$ cat src/hdl/scn_pkg.sv
/*
 Constants shared by the scan order sequencer, its FIFO and its DAC expander.
 Assumes nothing of its surroundings.
*/
package scn_pkg;
   localparam int PIX_W = 24;
   localparam int COORD_W = 14;
   localparam int BLANK_W = 16;
   localparam int FIFO_DEPTH = 16;
   localparam int DAC_W = 8;

   // Scan mode field
   localparam logic [1:0] SCAN_SINGLE = 2'h0;
   localparam logic [1:0] SCAN_DUAL = 2'h1;
   localparam logic [1:0] SCAN_ZIGZAG = 2'h2;

   // Bit stream format codes
   localparam logic [3:0] FMT_S1 = 4'h0;
   localparam logic [3:0] FMT_S2 = 4'h1;
   localparam logic [3:0] FMT_S4 = 4'h2;
   localparam logic [3:0] FMT_S6 = 4'h3;
   localparam logic [3:0] FMT_S8 = 4'h4;
   localparam logic [3:0] FMT_S9 = 4'h5;
   localparam logic [3:0] FMT_S12 = 4'h6;
   localparam logic [3:0] FMT_S18 = 4'h7;
   localparam logic [3:0] FMT_S24 = 4'h8;
   localparam logic [3:0] FMT_DAC_ONLY = 4'h9;

   // Bits per colour channel of the twin-capable digital formats
   localparam logic [3:0] CH_BITS_S9 = 4'h3;
   localparam logic [3:0] CH_BITS_S12 = 4'h4;
   localparam logic [3:0] CH_BITS_S18 = 4'h6;
   localparam logic [3:0] CH_BITS_S24 = 4'h8;

   // Reset values of the latched frame settings
   localparam logic [COORD_W-1:0] RST_COORD = 14'h0000;
   localparam logic [BLANK_W-1:0] RST_BLANK = 16'h0000;
endpackage : scn_pkg

$ cat src/hdl/scn_fifo.sv
/*
 Synchronous FIFO with valid/ready on both sides.
 Assumes a single clock and an asynchronous active high reset.
*/
`timescale 1ns/1ps
module scn_fifo #(
   parameter int WIDTH = 48,
   parameter int DEPTH = 16
) (
   input wire logic i_clk,
   input wire logic i_rst,
   input wire logic i_in_valid,
   output logic o_in_ready,
   input wire logic [WIDTH-1:0] i_in_data,
   output logic o_out_valid,
   input wire logic i_out_ready,
   output logic [WIDTH-1:0] o_out_data
);
   localparam int AW = $clog2(DEPTH);
   logic [WIDTH-1:0] mem [DEPTH];
   logic [AW-1:0] wr_ptr_reg;
   logic [AW-1:0] rd_ptr_reg;
   logic [AW:0] count_reg;
   logic push;
   logic pop;
   logic in_ready_reg;
   logic [AW:0] count_next;

   // Ready is registered so that the top level drives it straight from a flop
   assign o_in_ready = in_ready_reg;
   assign count_next = count_reg + (AW+1)'(push) - (AW+1)'(pop);
   assign o_out_valid = (count_reg != '0);
   assign o_out_data = mem[rd_ptr_reg];
   assign push = i_in_valid & o_in_ready;
   assign pop = o_out_valid & i_out_ready;

   always_ff @(posedge i_clk)
   begin
      if (push)
      begin
         mem[wr_ptr_reg] <= i_in_data;
      end
   end

   always_ff @(posedge i_clk or posedge i_rst)
   begin
      if (i_rst)
      begin
         wr_ptr_reg <= '0;
         rd_ptr_reg <= '0;
         count_reg <= '0;
         in_ready_reg <= 1'b0;
      end
      else
      begin
         if (push)
         begin
            wr_ptr_reg <= (wr_ptr_reg == AW'(DEPTH-1)) ? '0 : wr_ptr_reg + 1'b1;
         end
         if (pop)
         begin
            rd_ptr_reg <= (rd_ptr_reg == AW'(DEPTH-1)) ? '0 : rd_ptr_reg + 1'b1;
         end
         count_reg <= count_next;
         in_ready_reg <= (count_next != (AW+1)'(DEPTH));
      end
   end
endmodule : scn_fifo

$ cat src/hdl/scn_dac_expand.sv
/*
 Extracts one colour channel from a packed RGB word and widens it to the
 DAC width by repeating its bits. Purely combinational; the caller registers.
*/
`timescale 1ns/1ps
module scn_dac_expand #(
   parameter int CH = 0
) (
   input wire logic [scn_pkg::PIX_W-1:0] i_word,
   input wire logic [3:0] i_bits,
   output logic [scn_pkg::DAC_W-1:0] o_chan
);
   logic [scn_pkg::PIX_W-1:0] field;

   always_comb
   begin
      field = i_word >> (CH * int'(i_bits));
      case (i_bits)
         scn_pkg::CH_BITS_S9: o_chan = {field[2:0], field[2:0], field[2:1]};
         scn_pkg::CH_BITS_S12: o_chan = {field[3:0], field[3:0]};
         scn_pkg::CH_BITS_S18: o_chan = {field[5:0], field[5:4]};
         default: o_chan = field[7:0];
      endcase
   end
endmodule : scn_dac_expand

$ cat src/hdl/scn_order_twin.sv
/*
 Scan order sequencer with twin display output. Pulls scan dots from a
 FIFO fed by the pixel pipeline and emits them in single, dual or zigzag
 order, one dot per display clock cycle, on a digital lane pair and DACs.
 Assumes I_DOT_CLK is asynchronous and slower than a quarter of I_SYS_CLK,
 and that the frame settings are held steady while a frame runs.
 // Contract
 // [RL1] Twin mode drives digital pins and DACs together as primary plus secondary.
 // [RL2] Twin streams share one resolution and one timing.
 // [RL3] DAC-only format makes analog primary; 9 to 24 bit make digital primary.
 // [RL4] Analog secondary expands each channel to 8 bits by bit repetition.
 // [RL5] Digital outputs keep the width of the selected format.
 // [RL6] Single scan: one stream, left to right, line by line from top.
 // [RL7] Dual scan: two lanes at once, lower starting at the line offset.
 // [RL8] Dual scan: each stream carries exactly offset lines.
 // [RL9] Zigzag: one stream alternating line k and line offset plus k.
 // [RL10] Horizontal positions count scan dots, one per display clock.
 // [RL11] Each line outputs dots 0 to width minus one, one per cycle.
 // [RL12] Single and dual may blank between lines.
 // [RL13] Zigzag: no blanking between a line and its offset partner.
 // [RL14] Zigzag: blanking only after the offset-biased line.
 // [RL15] Leading and trailing frame blanking are allowed.
 // [RL16] A 2-bit mode selects single, dual or zigzag.
 // [RL17] Dual line offset is 14 bits wide.
 // [RL18] Dual scan puts upper and lower dots on separate lanes in one cycle.
*/
`timescale 1ns/1ps
module scn_order_twin #(
   parameter int FIFO_DEPTH = scn_pkg::FIFO_DEPTH
) (
   input wire logic I_SYS_CLK,
   input wire logic I_RST,
   input wire logic I_DOT_CLK,
   input wire logic [1:0] I_SCAN_MODE,
   input wire logic I_TWIN_EN,
   input wire logic [3:0] I_FORMAT,
   input wire logic [scn_pkg::COORD_W-1:0] I_DUAL_LINE_OFFSET,
   input wire logic [scn_pkg::COORD_W-1:0] I_LINE_WIDTH_DOTS,
   input wire logic [scn_pkg::COORD_W-1:0] I_DISPLAY_HEIGHT_LINES,
   input wire logic [scn_pkg::BLANK_W-1:0] I_LEAD_DOTS,
   input wire logic [scn_pkg::BLANK_W-1:0] I_HBLANK_DOTS,
   input wire logic [scn_pkg::BLANK_W-1:0] I_TRAIL_DOTS,
   input wire logic I_PIX_VALID,
   output logic O_PIX_READY,
   input wire logic [scn_pkg::PIX_W-1:0] I_PIX_UPPER,
   input wire logic [scn_pkg::PIX_W-1:0] I_PIX_LOWER,
   output logic O_DOT_STROBE,
   output logic O_ACTIVE,
   output logic [scn_pkg::COORD_W-1:0] O_DOT_X,
   output logic [scn_pkg::COORD_W-1:0] O_UP_Y,
   output logic [scn_pkg::COORD_W-1:0] O_LO_Y,
   output logic [scn_pkg::PIX_W-1:0] O_DIG_UPPER,
   output logic [scn_pkg::PIX_W-1:0] O_DIG_LOWER,
   output logic [scn_pkg::DAC_W-1:0] O_DAC_R,
   output logic [scn_pkg::DAC_W-1:0] O_DAC_G,
   output logic [scn_pkg::DAC_W-1:0] O_DAC_B,
   output logic O_TWIN_ACTIVE,
   output logic O_ANALOG_PRIMARY,
   output logic O_FRAME_END,
   output logic O_UNDERRUN
);
   localparam int CW = scn_pkg::COORD_W;
   localparam int PW = scn_pkg::PIX_W;
   localparam int BW = scn_pkg::BLANK_W;

   typedef enum logic [1:0] {ST_LEAD, ST_ACTIVE, ST_HBLANK, ST_TRAIL} scn_state_t;

   scn_state_t state_reg;
   logic dclk_s1_reg;
   logic dclk_s2_reg;
   logic dclk_s3_reg;
   logic tick;
   logic [CW-1:0] x_reg;
   logic [CW-1:0] k_reg;
   logic phase_reg;
   logic [BW-1:0] blank_cnt_reg;
   logic [1:0] mode_reg;
   logic [3:0] fmt_reg;
   logic twin_reg;
   logic [CW-1:0] offset_reg;
   logic [CW-1:0] width_reg;
   logic [CW-1:0] height_reg;
   logic [BW-1:0] hblank_reg;
   logic [BW-1:0] trail_reg;
   logic [BW-1:0] lead_reg;
   logic emit;
   logic line_end;
   logic last_line;
   logic zig_pair;
   logic [CW-1:0] up_y;
   logic [CW-1:0] lo_y;
   logic fifo_valid;
   logic [2*PW-1:0] fifo_data;
   logic [PW-1:0] word_up;
   logic [PW-1:0] word_lo;
   logic twin_digital;
   logic twin_ok;
   logic [3:0] ch_bits;
   logic [4:0] dig_width;
   logic [PW-1:0] dig_mask;
   logic [scn_pkg::DAC_W-1:0] exp_chan [3];

   // Display clock is sampled through three stages; the second and third feed the edge detector
   always_ff @(posedge I_SYS_CLK or posedge I_RST)
   begin
      if (I_RST)
      begin
         dclk_s1_reg <= 1'b0;
         dclk_s2_reg <= 1'b0;
         dclk_s3_reg <= 1'b0;
      end
      else
      begin
         dclk_s1_reg <= I_DOT_CLK;
         dclk_s2_reg <= dclk_s1_reg;
         dclk_s3_reg <= dclk_s2_reg;
      end
   end

   assign tick = dclk_s2_reg & ~dclk_s3_reg; // [RL10]
   assign emit = tick && (state_reg == ST_ACTIVE);
   assign line_end = (x_reg == width_reg - 1'b1); // [RL11]
   assign zig_pair = (mode_reg == scn_pkg::SCAN_ZIGZAG) && !phase_reg;

   always_comb
   begin
      case (mode_reg) // [RL16]
         scn_pkg::SCAN_DUAL: last_line = (k_reg == offset_reg - 1'b1); // [RL8]
         scn_pkg::SCAN_ZIGZAG: last_line = (k_reg == offset_reg - 1'b1) && phase_reg;
         default: last_line = (k_reg == height_reg - 1'b1);
      endcase
   end

   // Zigzag lifts every second line by the offset; dual lower lane always
   assign up_y = (mode_reg == scn_pkg::SCAN_ZIGZAG && phase_reg) ? k_reg + offset_reg : k_reg; // [RL9]
   assign lo_y = (mode_reg == scn_pkg::SCAN_DUAL) ? k_reg + offset_reg : '0; // [RL7]

   // Settings are taken only between frames, so both twin paths share them
   always_ff @(posedge I_SYS_CLK or posedge I_RST)
   begin
      if (I_RST)
      begin
         mode_reg <= scn_pkg::SCAN_SINGLE;
         fmt_reg <= scn_pkg::FMT_S1;
         twin_reg <= 1'b0;
         offset_reg <= scn_pkg::RST_COORD;
         width_reg <= scn_pkg::RST_COORD;
         height_reg <= scn_pkg::RST_COORD;
         lead_reg <= scn_pkg::RST_BLANK;
         hblank_reg <= scn_pkg::RST_BLANK;
         trail_reg <= scn_pkg::RST_BLANK;
      end
      else if (state_reg == ST_LEAD)
      begin
         mode_reg <= I_SCAN_MODE;
         fmt_reg <= I_FORMAT;
         twin_reg <= I_TWIN_EN;
         offset_reg <= I_DUAL_LINE_OFFSET; // [RL17]
         width_reg <= I_LINE_WIDTH_DOTS;
         height_reg <= I_DISPLAY_HEIGHT_LINES;
         lead_reg <= I_LEAD_DOTS;
         hblank_reg <= I_HBLANK_DOTS;
         trail_reg <= I_TRAIL_DOTS; // [RL2]
      end
   end

   always_ff @(posedge I_SYS_CLK or posedge I_RST)
   begin
      if (I_RST)
      begin
         state_reg <= ST_LEAD;
         x_reg <= '0;
         k_reg <= '0;
         phase_reg <= 1'b0;
         blank_cnt_reg <= '0;
      end
      else if (tick)
      begin
         case (state_reg)
            ST_LEAD:
            begin
               if (blank_cnt_reg >= lead_reg) // [RL15]
               begin
                  state_reg <= ST_ACTIVE;
                  x_reg <= '0;
                  k_reg <= '0;
                  phase_reg <= 1'b0;
               end
               else
               begin
                  blank_cnt_reg <= blank_cnt_reg + 1'b1;
               end
            end
            ST_ACTIVE:
            begin
               if (!line_end)
               begin
                  x_reg <= x_reg + 1'b1; // [RL6]
               end
               else if (zig_pair)
               begin
                  x_reg <= '0; // [RL13]
                  phase_reg <= 1'b1;
               end
               else
               begin
                  x_reg <= '0;
                  phase_reg <= 1'b0;
                  blank_cnt_reg <= 16'h0001;
                  if (last_line)
                  begin
                     state_reg <= ST_TRAIL; // [RL15]
                     blank_cnt_reg <= '0;
                  end
                  else
                  begin
                     k_reg <= k_reg + 1'b1;
                     if (hblank_reg != '0)
                     begin
                        state_reg <= ST_HBLANK; // [RL12] [RL14]
                     end
                  end
               end
            end
            ST_HBLANK:
            begin
               if (blank_cnt_reg >= hblank_reg)
               begin
                  state_reg <= ST_ACTIVE;
               end
               else
               begin
                  blank_cnt_reg <= blank_cnt_reg + 1'b1;
               end
            end
            ST_TRAIL:
            begin
               if (blank_cnt_reg >= trail_reg)
               begin
                  state_reg <= ST_LEAD;
                  blank_cnt_reg <= '0;
               end
               else
               begin
                  blank_cnt_reg <= blank_cnt_reg + 1'b1;
               end
            end
            default: state_reg <= ST_LEAD;
         endcase
      end
   end

   scn_fifo #(
      .WIDTH(2*PW),
      .DEPTH(FIFO_DEPTH)
   ) u_fifo (
      .i_clk(I_SYS_CLK),
      .i_rst(I_RST),
      .i_in_valid(I_PIX_VALID),
      .o_in_ready(O_PIX_READY),
      .i_in_data({I_PIX_LOWER, I_PIX_UPPER}),
      .o_out_valid(fifo_valid),
      .i_out_ready(emit),
      .o_out_data(fifo_data)
   );

   // A dot with no data behind it goes out as zero rather than stalling the line
   assign word_up = fifo_valid ? fifo_data[PW-1:0] : '0;
   assign word_lo = fifo_valid ? fifo_data[2*PW-1:PW] : '0;

   always_comb
   begin
      case (fmt_reg)
         scn_pkg::FMT_S1: dig_width = 5'd1;
         scn_pkg::FMT_S2: dig_width = 5'd2;
         scn_pkg::FMT_S4: dig_width = 5'd4;
         scn_pkg::FMT_S6: dig_width = 5'd6;
         scn_pkg::FMT_S8: dig_width = 5'd8;
         scn_pkg::FMT_S9: dig_width = 5'd9;
         scn_pkg::FMT_S12: dig_width = 5'd12;
         scn_pkg::FMT_S18: dig_width = 5'd18;
         scn_pkg::FMT_S24: dig_width = 5'd24;
         default: dig_width = 5'd24;
      endcase
      case (fmt_reg)
         scn_pkg::FMT_S9: ch_bits = scn_pkg::CH_BITS_S9;
         scn_pkg::FMT_S12: ch_bits = scn_pkg::CH_BITS_S12;
         scn_pkg::FMT_S18: ch_bits = scn_pkg::CH_BITS_S18;
         default: ch_bits = scn_pkg::CH_BITS_S24;
      endcase
   end

   assign dig_mask = PW'((25'h1 << dig_width) - 25'h1); // [RL5]
   assign twin_digital = (fmt_reg >= scn_pkg::FMT_S9) && (fmt_reg <= scn_pkg::FMT_S24);
   assign twin_ok = twin_reg && (twin_digital || fmt_reg == scn_pkg::FMT_DAC_ONLY); // [RL3]

   generate
      for (genvar c = 0; c < 3; c++)
      begin : g_exp
         scn_dac_expand #(
            .CH(c)
         ) u_exp (
            .i_word(word_up),
            .i_bits(ch_bits),
            .o_chan(exp_chan[c])
         );
      end
   endgenerate

   always_ff @(posedge I_SYS_CLK or posedge I_RST)
   begin
      if (I_RST)
      begin
         O_DOT_STROBE <= 1'b0;
         O_ACTIVE <= 1'b0;
         O_DOT_X <= '0;
         O_UP_Y <= '0;
         O_LO_Y <= '0;
      end
      else
      begin
         O_DOT_STROBE <= emit;
         if (tick)
         begin
            O_ACTIVE <= emit;
            O_DOT_X <= emit ? x_reg : '0;
            O_UP_Y <= emit ? up_y : '0;
            O_LO_Y <= emit ? lo_y : '0; // [RL18]
         end
      end
   end

   always_ff @(posedge I_SYS_CLK or posedge I_RST)
   begin
      if (I_RST)
      begin
         O_DIG_UPPER <= '0;
         O_DIG_LOWER <= '0;
         O_DAC_R <= '0;
         O_DAC_G <= '0;
         O_DAC_B <= '0;
      end
      else if (tick)
      begin
         O_DIG_UPPER <= '0;
         O_DIG_LOWER <= '0;
         O_DAC_R <= '0;
         O_DAC_G <= '0;
         O_DAC_B <= '0;
         if (emit)
         begin
            if (fmt_reg != scn_pkg::FMT_DAC_ONLY || twin_ok)
            begin
               O_DIG_UPPER <= word_up & dig_mask; // [RL1] [RL5]
            end
            if (mode_reg == scn_pkg::SCAN_DUAL && fmt_reg != scn_pkg::FMT_DAC_ONLY)
            begin
               O_DIG_LOWER <= word_lo & dig_mask; // [RL18]
            end
            if (fmt_reg == scn_pkg::FMT_DAC_ONLY || twin_ok)
            begin
               O_DAC_R <= exp_chan[2]; // [RL4]
               O_DAC_G <= exp_chan[1];
               O_DAC_B <= exp_chan[0];
            end
         end
      end
   end

   // Underrun is sticky for the frame; a new underrun beats the frame-start clear
   always_ff @(posedge I_SYS_CLK or posedge I_RST)
   begin
      if (I_RST)
      begin
         O_TWIN_ACTIVE <= 1'b0;
         O_ANALOG_PRIMARY <= 1'b0;
         O_FRAME_END <= 1'b0;
         O_UNDERRUN <= 1'b0;
      end
      else
      begin
         O_TWIN_ACTIVE <= twin_ok; // [RL3]
         O_ANALOG_PRIMARY <= (fmt_reg == scn_pkg::FMT_DAC_ONLY);
         O_FRAME_END <= emit && line_end && last_line;
         if (emit && !fifo_valid)
         begin
            O_UNDERRUN <= 1'b1;
         end
         else if (tick && state_reg == ST_LEAD && blank_cnt_reg == '0)
         begin
            O_UNDERRUN <= 1'b0;
         end
      end
   end
endmodule : scn_order_twin

$ cat config.mk
export PLATFORM = sky130hd
export DESIGN_NAME = scn_order_twin
export DESIGN_NICKNAME = d
export VERILOG_FILES = /design/src/hdl/scn_pkg.sv /design/src/hdl/scn_fifo.sv /design/src/hdl/scn_dac_expand.sv /design/src/hdl/scn_order_twin.sv
export SDC_FILE = /design/constraint.sdc
export NUM_CORES = 1
export LEC_CHECK = 0
export BUFFER_PORTS_ARGS = -buffer_cell sky130_fd_sc_hd__buf_2
export CAP_MARGIN = 20
export CORE_UTILIZATION = 38
export DETAILED_ROUTE_END_ITERATION = 10
export SLEW_MARGIN = 20
export SYNTH_ARGS = -nofsm -noshare
export SYNTH_HDL_FRONTEND = slang
export SYNTH_SLANG_ARGS = --single-unit
$ cat constraint.sdc
create_clock -name I_SYS_CLK -period 23.3 [get_ports I_SYS_CLK]
set_input_delay 4.66 -clock I_SYS_CLK [delete_from_list [all_inputs] [get_ports I_SYS_CLK]]
set_output_delay 4.66 -clock I_SYS_CLK [all_outputs]
set_load 0.01 [all_outputs]
# After elaboration in Yosys (flattened, before gate mapping)
# Memory sizes are Yosys's and may differ from the RTL's.
# Cells that the tools add are included.
[op_classes] n_addsub=12 order_cmp=5 n_eq_ne=28 shift=3 muxes=54 bitwise_logic=6 reduce_logical=28
[op_table] cell="2-to-1 mux 24 bit" n=6
[op_table] cell="2-to-1 mux 14 bit" n=10
[op_table] cell="2-to-1 mux 16 bit" n=5
[op_table] cell="case mux 8 bit (3 select lines)" n=3
[op_table] cell="case mux 16 bit (4 select lines)" n=1
[op_table] cell="case mux 14 bit (2 select lines)" n=2
[op_table] cell="bitwise AND 24 bit" n=2
[op_table] cell="greater-or-equal comparator 16 bit" n=3
[op_table] cell="2-to-1 mux 8 bit" n=6
[op_table] cell="equality test 14 bit" n=3
[op_table] cell="subtractor 14 x 1 -> 14 bit (second input constant)" n=3
[op_table] cell="adder 14 x 1 -> 14 bit (second input constant)" n=2
[op_table] cell="left shift 1 x 5 -> 24 bit (first input constant)" n=1
[op_table] cell="right shift 24 x 4 -> 8 bit" n=1
[op_table] cell="right shift 24 x 5 -> 8 bit" n=1
[op_table] cell="subtractor 24 x 1 -> 24 bit (second input constant)" n=1
[op_table] cell="equality test 4 x 3 -> 1 bit (second input constant)" n=5
[op_table] cell="adder 16 x 1 -> 16 bit (second input constant)" n=1
[op_table] cell="logical NOT 16 bit" n=1
[op_table] cell="inequality test 2 bit (second input constant)" n=8
[op_table] cell="nonzero test 16 bit" n=1
[op_table] cell="adder 14 bit" n=1
[op_table] cell="2-to-1 mux 2 bit" n=7
[op_table] cell="equality test 4 bit (second input constant)" n=3
[op_table] cell="29 further kinds" n=59
[word_totals] register_bits=281 ramBits=768 rom_bits=80 in_bits=149 out_inout_bits=121 word_cells=173 n_memories=2
[memory_table] name="u_fifo.mem" depth=16 word_bits=48 read_ports=1 rd_clocked_by_memory_dff=0 write_ports=1 line_no="scn_fifo.sv:20" source="logic [WIDTH-1:0] mem [DEPTH];"
[memory_table] name="(name not given)" depth=16 word_bits=5 read_ports=1 rd_clocked_by_memory_dff=0 write_ports=0 line_no="scn_order_twin.sv:273" source="case (fmt_reg)"

# Depth between registers and ports, before layout
[logic_depth] word_depth=8 ltp_mapped=16 mapped_depth_nobuf=15

# Cells and area by module
# Synthesis repeated with hierarchy kept, for this count alone.
[hier_totals] hier_cells=3209 hier_area_um2=46821.2
[by_module_without_submodules] mod="scn_fifo" instances=1 cells_per_inst=1476 area_each_um2=30096.4 seq_area_each_um2=23412.5
[by_module_without_submodules] mod="scn_order_twin" instances=1 cells_per_inst=1432 area_each_um2=14346.3 seq_area_each_um2=6681.4
[by_module_without_submodules] mod="scn_dac_expand at g_exp[1].u_exp" instances=1 cells_per_inst=119 area_each_um2=1078.5 seq_area_each_um2=0.0
[by_module_without_submodules] mod="scn_dac_expand at g_exp[2].u_exp" instances=1 cells_per_inst=137 area_each_um2=978.4 seq_area_each_um2=0.0
[by_module_without_submodules] mod="scn_dac_expand at g_exp[0].u_exp" instances=1 cells_per_inst=45 area_each_um2=321.6 seq_area_each_um2=0.0

# Worst setup path before layout
# No wires, ideal clock.
[synth_timing] path_kind="input-to-reg" from="in I_PIX_VALID" to="mem u_fifo.mem[4][0] (enable)" setup_time_ps=410 arrival_time_ps=6298 t_required_ps=22890 path_slack_ps=16591 stages=5 path_buffers=0 path_cell_list="nand2_1 inv_1 nand2_1 nor2_1 and2_1"
[synth_between] elab_chain_len=3
[synth_rtl] item="start: declaration" line_no="scn_order_twin.sv:43" source="input wire logic I_PIX_VALID,"
[synth_rtl] item="bitwise AND 1 bit" line_no="scn_fifo.sv:34" source="assign push = i_in_valid & o_in_ready;"
[synth_rtl] item="via u_fifo.push" line_no="scn_fifo.sv:24" source="logic push;"
[synth_rtl] item="2-to-1 mux 1 bit" line_no="scn_fifo.sv:39" source="if (push)"
[synth_rtl] item="2-to-1 mux 1 bit (not written as such)" line_no="scn_fifo.sv:41" source="mem[wr_ptr_reg] <= i_in_data;"
[synth_rtl] item="end: declaration" line_no="scn_fifo.sv:20"
# The timed path passes the listed nets, and every way through them passes these cells.

==> summary.md <==
| Metric | Value |
|---|---|
| Share of flip-flops with an asynchronous set or reset after synthesis | between 20% and 30% |
| Cell with the most instances after synthesis | edfxtp_1 |
| Via count normalized by instance count | around 5.5 |
| Number of fill cells | 10100 |
| Cell types with the largest area share after synthesis | edfxtp_1 (52%), dfrtp_1 (16%), mux4_2 (12%) |
| Die Footprint | 118000 um^2 |
| Hold WC Path Type | reg -> reg |
| Area taken by flip-flops and latches | 30100 um^2 |
| Setup TNS | 0 ns |
| Status | finished, final reports clean |
| Share of synthesized area occupied by flip-flops and latches | 68.0% |
| Library cells used by synthesis | 80 |
| Row count | roughly 120 |
| Top Ports | between 200 and 300 |
| Tmin final | 6.33 ns |
| Clock insertion delay at the later pin of the skew report | between 0.7 and 0.8 ns |
| Post-CTS setup buffers | 0 |
| Remaining antenna violation count after routing | 0 |
| Synthesized flop and latch total | approximately 1000 |
| Via count of the first global-routing pass | ~26000 |
| Clk buf depth | 3 |
| Final-stage net count | ~3200 |
| Flip-flop count of the largest register, all copies and words added | ~770 |
| Number of remaining DRC errors | 0 |
| Number of instances in the synthesized netlist | 2717 |
| Total overflow reported by the global router | 0 |
| Area share of the largest cell type after synthesis | 52.1% |
| Post-synthesis area per instance | roughly 16 um^2 |
| Crit share post-route | 27.2% |
| Worst-Margin Slew | 1.11 ns |
| Final standard cell utilization of the core | roughly 44% |
| Worst-path maximum fanout | 77 |
| Dominant cell type by area after synthesis | edfxtp_1 |
| Core Area | approximately 110000 um^2 |
| H-tree depth | 3 |
| Worst EP arrival | around 7 ns |
| Area delta synth->final | 14.9% |
| Area of the multi-input gates | roughly 13000 um^2 |
| Largest reg by FF count | u_fifo.mem |
| Post-Route Skew | 0.0554 ns |
| Placer's final routability congestion estimate | between 0.8 and 0.9 |
| Number of synthesized flops with an enable pin | around 770 |
| Number of antenna violations at the first check in global routing | 16 |
| Wire per inst | around 25 um |
| Final Hold Viols | 0 |
| Die outline height | 343 um |
| Buffers added on ports | between 200 and 300 |
| Slew HR | between 20% and 30% |
| Clock tree root driver cell | clkbuf_16 |
| Count of routing violations after the opening detailed-route iteration | approximately 2000 |
| Global router's overall resource usage | approximately a fifth |
| Top cells by instance count after synthesis | edfxtp_1 (768), dfrtp_1 (281), mux4_2 (237), nand2_1 (202), o21ai_0 (173) |
| Ratio of total power to cell area | between 100 and 150 nW/um^2 |
| Mapped Area | between 40000 and 50000 um^2 |
| Peak ir drop on the vdd network | around 0.078 mV |
| Clock sink total | 1049 |
| Die width | about 340 um |
| Net Count, Synth | ~3000 |
| Critical Setup Path Class | in -> async |
| Top FF cell, synth | edfxtp_1 |
| Share of cells above drive strength 1 | 25.5% |
| Maximum number of pins on one net before global-route repair | ~110 |
| Final setup fails | 0 |
| Fmax | approximately 160 MHz |
| Number of slew-limit violations in the final report | 0 |
| Startpoint type of the worst setup path | primary input |
| WL final | approximately 120 mm |
| Starting Density | around two fifths |
| Ys Warns | 0 |
| Maximum Capacitance Violations | 0 |
| Number of hold buffers added after CTS | 0 |
| TritonCTS clock tree | done |
| Wire length of the first global-routing pass | approximately 170 mm |
| Endpoint required time on the critical path | ~24 ns |
| Clock transition time at the flip-flop clock pins of the worst setup and hold paths | roughly 0.060 ns |
| Leading registers by flop count | u_fifo.mem (768), O_DIG_LOWER (24), O_DIG_UPPER (24) |
| RSZ-0062 raised after global routing | no |
| Via Count | approximately 25000 |
| Kind of capture point of the worst setup path | async pin |
| Clock buffer count from CTS | 110 |
| HPWL after DPL | around 71 mm |
| Static leakage power | 18.5 nW |
| Detailed Routing Iterations Pass 1 | 5 |
| Gates resized, CTS repair | 0 |
power breakdown:
group / total, W / switching, W / leakage, nW / internal (W)
registers: 0.00251 / 0.000227 / 10.6 / 0.00228
logic: 0.00160 / 0.000912 / 6.16 / 0.000692
clock network: 0.00177 / 0.000752 / 1.78 / 0.00102
final timing paths:
path / start / cells past startpoint / slack (ns) / to
max: I_RST / 4 / 16.97 / height_reg[11]$_DFFE_PP0N_
min: dclk_s1_reg$_DFF_PP0_ / 0 / 0.35 / dclk_s2_reg$_DFF_PP0_
max reg2reg: u_fifo.rd_ptr_reg[0]$_DFFE_PP0P_ / 9 / 18.15 / O_DAC_R[5]$_DFFE_PP0P_
min reg2reg: dclk_s1_reg$_DFF_PP0_ / 0 / 0.35 / dclk_s2_reg$_DFF_PP0_
max in group I_SYS_CLK: O_DIG_LOWER[12]$_DFFE_PP0P_ / 1 / 17.19 / O_DIG_LOWER[12]
min in group asynchronous: I_RST / 2 / 4.06 / O_LO_Y[11]$_DFFE_PP0P_
per-stage QoR:
step                      total power (W)  hold WS (ns)  cell area [um^2]  cells  worst slack (ns)
after global placement            0.00414         0.338             47200   4375             16.13
after CTS                         0.00594         0.357             50900   4582             16.88
after detailed placement          0.00416         0.343             47200   4375             16.14
after floorplan                   0.00361         0.331             44300   2717             10.89
final                             0.00588         0.352             50900   4587             16.97
after global routing              0.00617         0.364             50900   4582             16.59
placed cells by master, fill, tap and decap left out, types with 26 or more instances in the layout:
master,synthesis,final
clkbuf_16,0,112
edfxtp_1,768,768
xnor2_1,52,52
buf_2,17,269
a22o_1,34,34
nor2_1,89,88
a21oi_1,59,59
nand3_1,36,36
nand2_1,202,202
dfrtp_1,281,277
clkbuf_1,102,26
ha_1,82,82
a32o_1,36,36
o21ai_0,173,173
mux2_2,48,48
inv_1,93,92
mux4_2,237,237
cells by family (layout without fill, tap and decap cells):
group	after synthesis	in the layout	synth area share (%)
other	1	6	0.00847
adders and majority gates	84	84	2.41
DFF	1049	1049	68.0
AOI/OAI and AO/OA	440	440	6.56
and+or+nand+nor	521	521	5.69
buffers and inverters	239	592	2.09
xor gates and xnor gates	75	75	1.48
muxes	308	308	13.8
per-layer routing:
metal	wire length (um)	track usage, %	share of wire [%]
met1	49800	27.2	43
met2	53300	30.6	46
met3	10300	6.17	8.8
met4	2760	5.18	2.4
met5	138	0	0.12
critical path, stage by stage:
cell	delay [ns]
buf_2	0.14
inv_8	0.36
buf_4	0.77
buf_4	0.87
cell type report:
type | count | share of cell area [%]
sequential | 1049 | 59.2
multi-input combinational | 1429 | 26.2
clock buffer | 150 | 6.02
tap | 1512 | 3.72
timing repair buffer | 291 | 2.97
clock inverter | 57 | 1.22
inverter | 94 | 0.708
antenna | 5 | 0.0246
(Power assumes the default switching activity.)
